`src/pkg/hfa_map.svh`:
```
/*
  Timing counts and pin field widths for the half-flash converter
  host controller. Assumes a 20 MHz system clock.
*/
`ifndef HFA_MAP_SVH
`define HFA_MAP_SVH

`define HFA_CLK_NS        50
`define HFA_RD_MIN_NS     60
`define HFA_RD_MAX_NS     600
`define HFA_RD_CYC        (((`HFA_RD_MIN_NS) + (`HFA_CLK_NS) - 1) / (`HFA_CLK_NS))
`define HFA_GAP_NS        2500
`define HFA_GAP_CYC       (((`HFA_GAP_NS) + (`HFA_CLK_NS) - 1) / (`HFA_CLK_NS))
`define HFA_CONV_MAX_NS   2400
`define HFA_TIMEOUT_NS    5000
`define HFA_TIMEOUT_CYC   ((`HFA_TIMEOUT_NS) / (`HFA_CLK_NS))
`define HFA_SETUP_CYC     1
`define HFA_CNT_W         8
`define HFA_CH_W          3
`define HFA_DATA_W        8

`endif

```
`src/pkg/hfa_pkg.sv`:
```
/*
  Types for the half-flash converter host controller.
  Assumes hfa_map.svh is on the include path.
*/
`include "hfa_map.svh"
package hfa_pkg;

  typedef enum logic [5:0] {
    HFA_IDLE   = 6'b00_0001,
    HFA_SETUP  = 6'b00_0010,
    HFA_STROBE = 6'b00_0100,
    HFA_WAIT   = 6'b00_1000,
    HFA_HOLD   = 6'b01_0000,
    HFA_GAP    = 6'b10_0000
  } hfa_state_t;

  typedef struct packed {
    logic                    mode1;
    logic [`HFA_CH_W-1:0]    channel;
  } hfa_req_t;

  typedef struct packed {
    logic                    timeout;
    logic                    stale;
    logic [`HFA_DATA_W-1:0]  data;
  } hfa_rsp_t;

endpackage

```
`src/core/hfa_timer.sv`:
```
/*
  Down-counter used for strobe width, gap and timeout.
  Assumes load and run never coincide with reset release glitches.
*/
`timescale 1ns/100ps
module hfa_timer #(
  parameter int W = 8
) (
  // Clock and reset
  input  wire logic         clk_sys,
  input  wire logic         sys_rst,
  // Control
  input  wire logic         load,
  input  wire logic [W-1:0] value,
  // Status
  output logic              done
);

  logic [W-1:0] count;

  always_ff @(posedge clk_sys or posedge sys_rst) begin
    if (sys_rst) begin
      count <= '0;
    end else if (load) begin
      count <= value;
    end else if (count != '0) begin
      count <= count - 1'b1;
    end
  end

  assign done = (count == '0) && !load;

endmodule // hfa_timer

```
`src/core/hfa_host.sv`:
```
/*
  Host side controller of a half-flash 8-bit multi-channel converter.
  Drives select, read strobe and channel address; samples result bus,
  done flag and the open-drain wait request. Pins are taken as
  synchronous to clk_sys; the board resolves the pulled-up ready wire.
*/
`timescale 1ns/100ps
`include "hfa_map.svh"
module hfa_host #(
  parameter int CH_W    = `HFA_CH_W,
  parameter int DATA_W  = `HFA_DATA_W
) (
  // Clock and reset
  input  wire logic               clk_sys,
  input  wire logic               sys_rst,
  // User request
  input  wire logic               req_valid,
  input  wire hfa_pkg::hfa_req_t  req,
  output logic                    req_ready,
  // User answer
  output logic                    rsp_valid,
  output hfa_pkg::hfa_rsp_t       rsp,
  // Converter pins
  output logic                    sel_n,
  output logic                    rd_n,
  output logic [CH_W-1:0]         chan_sel,
  input  wire logic [DATA_W-1:0]  result_bus,
  input  wire logic               done_n,
  input  wire logic               wait_n
);

  hfa_pkg::hfa_state_t state;
  hfa_pkg::hfa_state_t next_state;
  logic                mode1;
  logic                primed;
  logic                tmr_load;
  logic [`HFA_CNT_W-1:0] tmr_value;
  logic                tmr_done;

  hfa_timer #(.W(`HFA_CNT_W)) u_timer (
    .clk_sys (clk_sys),
    .sys_rst (sys_rst),
    .load    (tmr_load),
    .value   (tmr_value),
    .done    (tmr_done)
  );

  // Mode 0 waits on done or ready; timeout guards a dead part
  logic conv_done;
  assign conv_done = !done_n || wait_n;

  always_comb begin
    next_state = state;
    tmr_load   = 1'b0;
    tmr_value  = '0;
    case (state)
      hfa_pkg::HFA_IDLE: begin
        if (req_valid) begin
          next_state = hfa_pkg::HFA_SETUP;
        end
      end
      hfa_pkg::HFA_SETUP: begin
        // Address stable before the strobe edge
        next_state = hfa_pkg::HFA_STROBE;
        tmr_load   = 1'b1;
        tmr_value  = mode1 ? `HFA_CNT_W'(`HFA_RD_CYC)
                           : `HFA_CNT_W'(`HFA_TIMEOUT_CYC);
      end
      hfa_pkg::HFA_STROBE: begin
        if (mode1 && tmr_done) begin
          next_state = hfa_pkg::HFA_HOLD;
        end else if (!mode1) begin
          next_state = hfa_pkg::HFA_WAIT;
        end
      end
      hfa_pkg::HFA_WAIT: begin
        if (conv_done || tmr_done) begin
          next_state = hfa_pkg::HFA_HOLD;
        end
      end
      hfa_pkg::HFA_HOLD: begin
        next_state = hfa_pkg::HFA_GAP;
        tmr_load   = 1'b1;
        tmr_value  = `HFA_CNT_W'(`HFA_GAP_CYC);
      end
      hfa_pkg::HFA_GAP: begin
        if (tmr_done) begin
          next_state = hfa_pkg::HFA_IDLE;
        end
      end
      default: next_state = hfa_pkg::HFA_IDLE;
    endcase
  end

  always_ff @(posedge clk_sys or posedge sys_rst) begin
    if (sys_rst) begin
      state <= hfa_pkg::HFA_IDLE;
    end else begin
      state <= next_state;
    end
  end

  // Request capture; channel code is plain binary
  always_ff @(posedge clk_sys or posedge sys_rst) begin
    if (sys_rst) begin
      mode1    <= 1'b0;
      chan_sel <= '0;
    end else if (state == hfa_pkg::HFA_IDLE && req_valid) begin
      mode1    <= req.mode1;
      chan_sel <= req.channel;
    end
  end

  // Select and strobe fall together, rise together
  always_ff @(posedge clk_sys or posedge sys_rst) begin
    if (sys_rst) begin
      sel_n <= 1'b1;
      rd_n  <= 1'b1;
    end else begin
      sel_n <= !(next_state == hfa_pkg::HFA_STROBE ||
                 next_state == hfa_pkg::HFA_WAIT);
      rd_n  <= !(next_state == hfa_pkg::HFA_STROBE ||
                 next_state == hfa_pkg::HFA_WAIT);
    end
  end

  always_ff @(posedge clk_sys or posedge sys_rst) begin
    if (sys_rst) begin
      req_ready <= 1'b0;
    end else begin
      req_ready <= (next_state == hfa_pkg::HFA_IDLE);
    end
  end

  // Mode 1 first read after a mode 0 read or reset returns stale data
  always_ff @(posedge clk_sys or posedge sys_rst) begin
    if (sys_rst) begin
      primed <= 1'b0;
    end else if (state == hfa_pkg::HFA_HOLD) begin
      primed <= mode1;
    end
  end

  // Bus floats once strobe rises, so take it on the last low edge
  logic [DATA_W-1:0] bus_q;
  logic              late_q;
  always_ff @(posedge clk_sys or posedge sys_rst) begin
    if (sys_rst) begin
      bus_q  <= '0;
      late_q <= 1'b0;
    end else if (next_state == hfa_pkg::HFA_HOLD) begin
      bus_q  <= result_bus;
      late_q <= !mode1 && !conv_done;
    end
  end

  // Answer one cycle after strobe release, bit 7 is MSB
  always_ff @(posedge clk_sys or posedge sys_rst) begin
    if (sys_rst) begin
      rsp_valid <= 1'b0;
      rsp       <= '0;
    end else begin
      rsp_valid <= 1'b0;
      if (state == hfa_pkg::HFA_HOLD) begin
        rsp_valid    <= 1'b1;
        rsp.data     <= bus_q;
        rsp.stale    <= mode1 && !primed;
        rsp.timeout  <= late_q;
      end
    end
  end

  // Strobe width count in mode 1
  logic [`HFA_CNT_W-1:0] low_cnt;
  always_ff @(posedge clk_sys or posedge sys_rst) begin
    if (sys_rst) begin
      low_cnt <= '0;
    end else if (rd_n) begin
      low_cnt <= '0;
    end else begin
      low_cnt <= low_cnt + 1'b1;
    end
  end

  // Cycles since last strobe rise
  logic [`HFA_CNT_W-1:0] gap_cnt;
  always_ff @(posedge clk_sys or posedge sys_rst) begin
    if (sys_rst) begin
      gap_cnt <= '1;
    end else if (!rd_n) begin
      gap_cnt <= '0;
    end else if (gap_cnt != '1) begin
      gap_cnt <= gap_cnt + 1'b1;
    end
  end

  property p_sel_rd_together;
    @(posedge clk_sys) disable iff (sys_rst)
      sel_n == rd_n;
  endproperty
  a_sel_rd_together: assert property (p_sel_rd_together)
    else $error("select and strobe differ");

  property p_rd_width;
    @(posedge clk_sys) disable iff (sys_rst)
      ($rose(rd_n) && mode1) |-> (low_cnt >= 8'd2 && low_cnt <= 8'd12);
  endproperty
  a_rd_width: assert property (p_rd_width)
    else $error("mode 1 strobe width out of range");

  property p_gap;
    @(posedge clk_sys) disable iff (sys_rst)
      $fell(rd_n) |-> $past(gap_cnt) >= 8'd49;
  endproperty
  a_gap: assert property (p_gap)
    else $error("reads closer than 2.5 us");

  property p_addr_stable;
    @(posedge clk_sys) disable iff (sys_rst)
      !rd_n |-> $stable(chan_sel);
  endproperty
  a_addr_stable: assert property (p_addr_stable)
    else $error("channel changed during read");

  property p_mode0_hold;
    @(posedge clk_sys) disable iff (sys_rst)
      (state == hfa_pkg::HFA_WAIT && !conv_done && !tmr_done) |=> !rd_n;
  endproperty
  a_mode0_hold: assert property (p_mode0_hold)
    else $error("mode 0 strobe released early");

  property p_rsp_after_read;
    @(posedge clk_sys) disable iff (sys_rst)
      $rose(rd_n) |-> ##1 rsp_valid;
  endproperty
  a_rsp_after_read: assert property (p_rsp_after_read)
    else $error("no answer after read");

  property p_sel_held;
    @(posedge clk_sys) disable iff (sys_rst)
      $fell(sel_n) |-> !sel_n [*2];
  endproperty
  a_sel_held: assert property (p_sel_held)
    else $error("select not held");

  property p_mode0_bound;
    @(posedge clk_sys) disable iff (sys_rst)
      ($fell(rd_n) && !mode1) |-> ##[1:102] rd_n;
  endproperty
  a_mode0_bound: assert property (p_mode0_bound)
    else $error("mode 0 read never ended");

endmodule // hfa_host

```
`config.mk`:
```
export PLATFORM = sky130hd
export DESIGN_NAME = hfa_host
export DESIGN_NICKNAME = d
export VERILOG_FILES = /design/src/pkg/hfa_pkg.sv /design/src/core/hfa_timer.sv /design/src/core/hfa_host.sv
export VERILOG_INCLUDE_DIRS = /design/src /design/src/pkg
export SDC_FILE = /design/constraint.sdc
export NUM_CORES = 1
export LEC_CHECK = 0
export BUFFER_PORTS_ARGS = -buffer_cell sky130_fd_sc_hd__buf_2
export CAP_MARGIN = 20
export CORE_MARGIN = 2
export CORE_UTILIZATION = 54
export CTS_CLUSTER_DIAMETER = 50
export CTS_CLUSTER_SIZE = 25
export DETAILED_ROUTE_END_ITERATION = 16
export GPL_ROUTABILITY_DRIVEN = 1
export GPL_TIMING_DRIVEN = 0
export HOLD_SLACK_MARGIN = 0.15
export PLACE_DENSITY = 0.77
export SLEW_MARGIN = 20
export SYNTH_ARGS = -nofsm -noshare
export SYNTH_HDL_FRONTEND = slang
export SYNTH_SLANG_ARGS = --single-unit
```
`constraint.sdc`:
```
create_clock -name clk_sys -period 2.65 [get_ports clk_sys]
set_clock_uncertainty 0.2 [all_clocks]
set_input_delay 0.53 -clock clk_sys [delete_from_list [all_inputs] [get_ports clk_sys]]
set_output_delay 0.53 -clock clk_sys [all_outputs]
set_load 0.05 [all_outputs]
```
==> run summary <==
status = finished, final reports clean
setup bufs post-CTS = 0
Sw Pwr = 1.047 mW
Netlist cell types = 41
CP Capture Type = register
drt total wl = 3731 um
largest net degree at the start of global routing = 28
clock buffer depth = 2
Final Slew Violations = 0
Final TNS setup = 0 ps
fin crit period = 2364 ps
Starting Density = 57.40%
footprint of the multi-input gates = 858.3 um2
min setup slack post-route = 286.1 ps
final core utilization = 67.22%
final hold slack = 203.4 ps
via density per instance = 5.257
CP required = 2690 ps
gr usage total = 20.43%
total gr overflow = 0
number of global-route vias before repair = 1472
period utilisation layout = 89.21%
Setup CP Type = register to register
M3 GR Usage = 5.634%
worst relative slew slack = 58.66%
First-pass DRT Iterations = 4
Core Area = 3390 um2
Reg power frac = 40.3%
CTS tree = done
Wirelength per Cell = 13.87 um
Final ANT Viol Nets = 0
Layout area overhead = 17.11%
Final Hold Fails = 0
switching part of the total = 40.82%
Synth Warn # = 0
Achievable Freq = 0.4230 GHz
GRT Max-Usage Layer = met2
Die Ht = 64.03 um
post-placement cell count = 260
diode count = 0
Worst VDD drop = 0.0005044 V
antenna violations before repair = 0
CP Launch Type = register
routed via count = 1414
Total Power = 2.565 mW
syn_area_per_cell = 10.81 um2
Hold Path Class = primary input to register
CP max FO = 9
final instance area = 2278 um2
input/output buffers = 33
Logic pwr share = 43.7%
Mapped Cells = 180
clk_lat worst skew = 350 ps
share of layout cells above drive strength 1 = 30.94%
drt drc = 0
met1 GRT Util = 24.76%
Clk pwr share = 16.0%
Initial DRC Count = 47
#FFs+latches synth = 41
register area = 1028 um2
area of placed instances = 2188 um2
# clock sinks = 41
Slew @ Worst Pin = 614.4 ps
Final Setup Violations = 0
MaxCap Viol Count = 0
DP HPWL = 2725 um
fillers = 273
Net Count, Synth = 198
row count = 21
clk slew on worst S/H paths = 130 ps
WP data arrival = 2400 ps
Final GP Congestion = 0.8963
grt met2 use = 35.55%
power density over the cells = 1126 nW/um2
RSZ-0062 raised after global routing = no
dpl ws = 320.1 ps
first-pass GRT wire length = 6479 um
width of the die = 64.03 um
# IOs = 34
Syn Std Cell Area = 1946 um2
die area = 4099 um2
Internal = 1.518 mW
P_leak = 1.142 nW
total CTS buffers = 5
Non-Filler Instances = 269
Final nets = 240
post-synthesis sequential area ratio = 52.86%
CTS H-tree depth = 2
Root Driver = clkbuf_4
==> synthesized netlist by cell type <==
cell type / number / area, um2
nand2_1: 41 / 153.9
dfrtp_1: 39 / 975.9
nor2_1: 14 / 52.55
mux2_4: 8 / 120.1
o21ai_0: 7 / 35.03
inv_1: 6 / 22.52
mux2_2: 6 / 67.56
a21oi_1: 5 / 25.02
clkbuf_1: 5 / 18.77
xnor2_1: 4 / 35.03
a32o_1: 2 / 20.02
and4b_1: 2 / 20.02
buf_2: 2 / 10.01
dfstp_2: 2 / 52.55
nand2b_1: 2 / 12.51
nand3_1: 2 / 10.01
nand3b_1: 2 / 15.01
nand4b_1: 2 / 17.52
nor2b_1: 2 / 12.51
nor3_1: 2 / 10.01
nor4b_1: 2 / 17.52
o22ai_1: 2 / 12.51
or2_2: 2 / 12.51
xor2_1: 2 / 17.52
a21boi_0: 1 / 7.510
a21oi_4: 1 / 16.27
a311oi_1: 1 / 8.760
a31oi_1: 1 / 6.260
buf_4: 1 / 7.510
ha_1: 1 / 12.51
mux2i_1: 1 / 10.01
nand4bb_1: 1 / 11.26
nor2_2: 1 / 6.260
nor2_8: 1 / 20.02
nor4_1: 1 / 6.260
nor4_4: 1 / 21.27
o2111a_1: 1 / 11.26
o2111ai_4: 1 / 26.28
o211ai_1: 1 / 7.510
o22a_1: 1 / 8.760
or4_4: 1 / 11.26
==> power groups by stage <==
stage / logic (mW) / registers (mW) / clock network, mW
6_report: 1.12 / 1.03 / 0.411
5_1_grt: 1.22 / 1.06 / 0.442
4_1_cts: 1.13 / 1.03 / 0.419
3_5_place_dp: 1.12 / 1.04 / 0
3_3_place_gp: 1.09 / 1.03 / 0
2_1_floorplan: 0.671 / 1.26 / 0
==> worst paths after layout <==
path / start / end / slack (ps) / cells past startpoint
min in group asynchronous: sys_rst / rsp[2]$_DFFE_PP0P_ / 490 / 3
setup reg to reg: u_timer.count[0]$_DFFE_PP0N_ / bus_q[6]$_DFFE_PP0N_ / 290 / 7
hold / removal: result_bus[1] / bus_q[1]$_DFFE_PP0N_ / 200 / 2
max in group asynchronous: sys_rst / rd_n$_DFF_PP1_ / 1230 / 4
setup / recovery: u_timer.count[0]$_DFFE_PP0N_ / bus_q[6]$_DFFE_PP0N_ / 290 / 7
hold reg to reg: bus_q[2]$_DFFE_PP0N_ / rsp[2]$_DFFE_PP0P_ / 270 / 2
==> flip-flops by register name, summed over array words and instances, names as in the netlist <==
register / cells
rd_n: 1
chan_sel: 3
primed: 1
mode1: 1
rsp: 10
req_ready: 1
bus_q: 8
rsp_valid: 1
u_timer.count: 8
late_q: 1
state: 6
==> layout make-up <==
class	instances	area share, %
sequential	41	45.14
multi-input combinational	125	37.67
timing repair buffer	35	8.567
tap	46	2.526
clock buffer	6	1.812
clock inverter	2	1.702
buffer	8	1.593
inverter	6	0.9885
==> worst max-delay path: stages, from the launching register on <==
cell and delay, ps:
dfrtp_1 430, inv_1 70, ha_1 190, nor2b_1 420, o2111ai_4 260, nor2_2 270
nor2_8 90, mux2_4 310
==> repair_timing <==
item,CTS,global route
hold buffers,1,0
hold endpoints to repair,14,0
resized for setup,0,0
==> placed cells by master (no fill, tap or decap), types with 5 or more instances in the layout <==
master / count
a21oi_1: 5
buf_2: 35
clkbuf_1: 6
clkbuf_4: 5
dfrtp_1: 39
inv_1: 5
mux2_2: 6
mux2_4: 8
nand2_1: 41
nor2_1: 14
o21ai_0: 7
==> cells by family after synthesis <==
| family | after synthesis | share of synthesized area (%) |
|---|---|---|
| XOR/XNOR | 6 | 2.701 |
| adder cells (fa/ha/maj) | 1 | 0.6430 |
| flip-flops | 41 | 52.86 |
| buffers and inverters | 14 | 3.023 |
| AND/OR/NAND/NOR | 79 | 21.09 |
| multiplexers | 15 | 10.16 |
| AO/OA/AOI/OAI | 24 | 9.518 |
==> layer usage <==
layer | vias up | routed length (um)
met2 | 25 | 1891
met1 | 686 | 1642
met3 | 6 | 149
li1 | 697 | -
met4 | 0 | 47
met5 | - | 0
(Power assumes the default switching activity.)
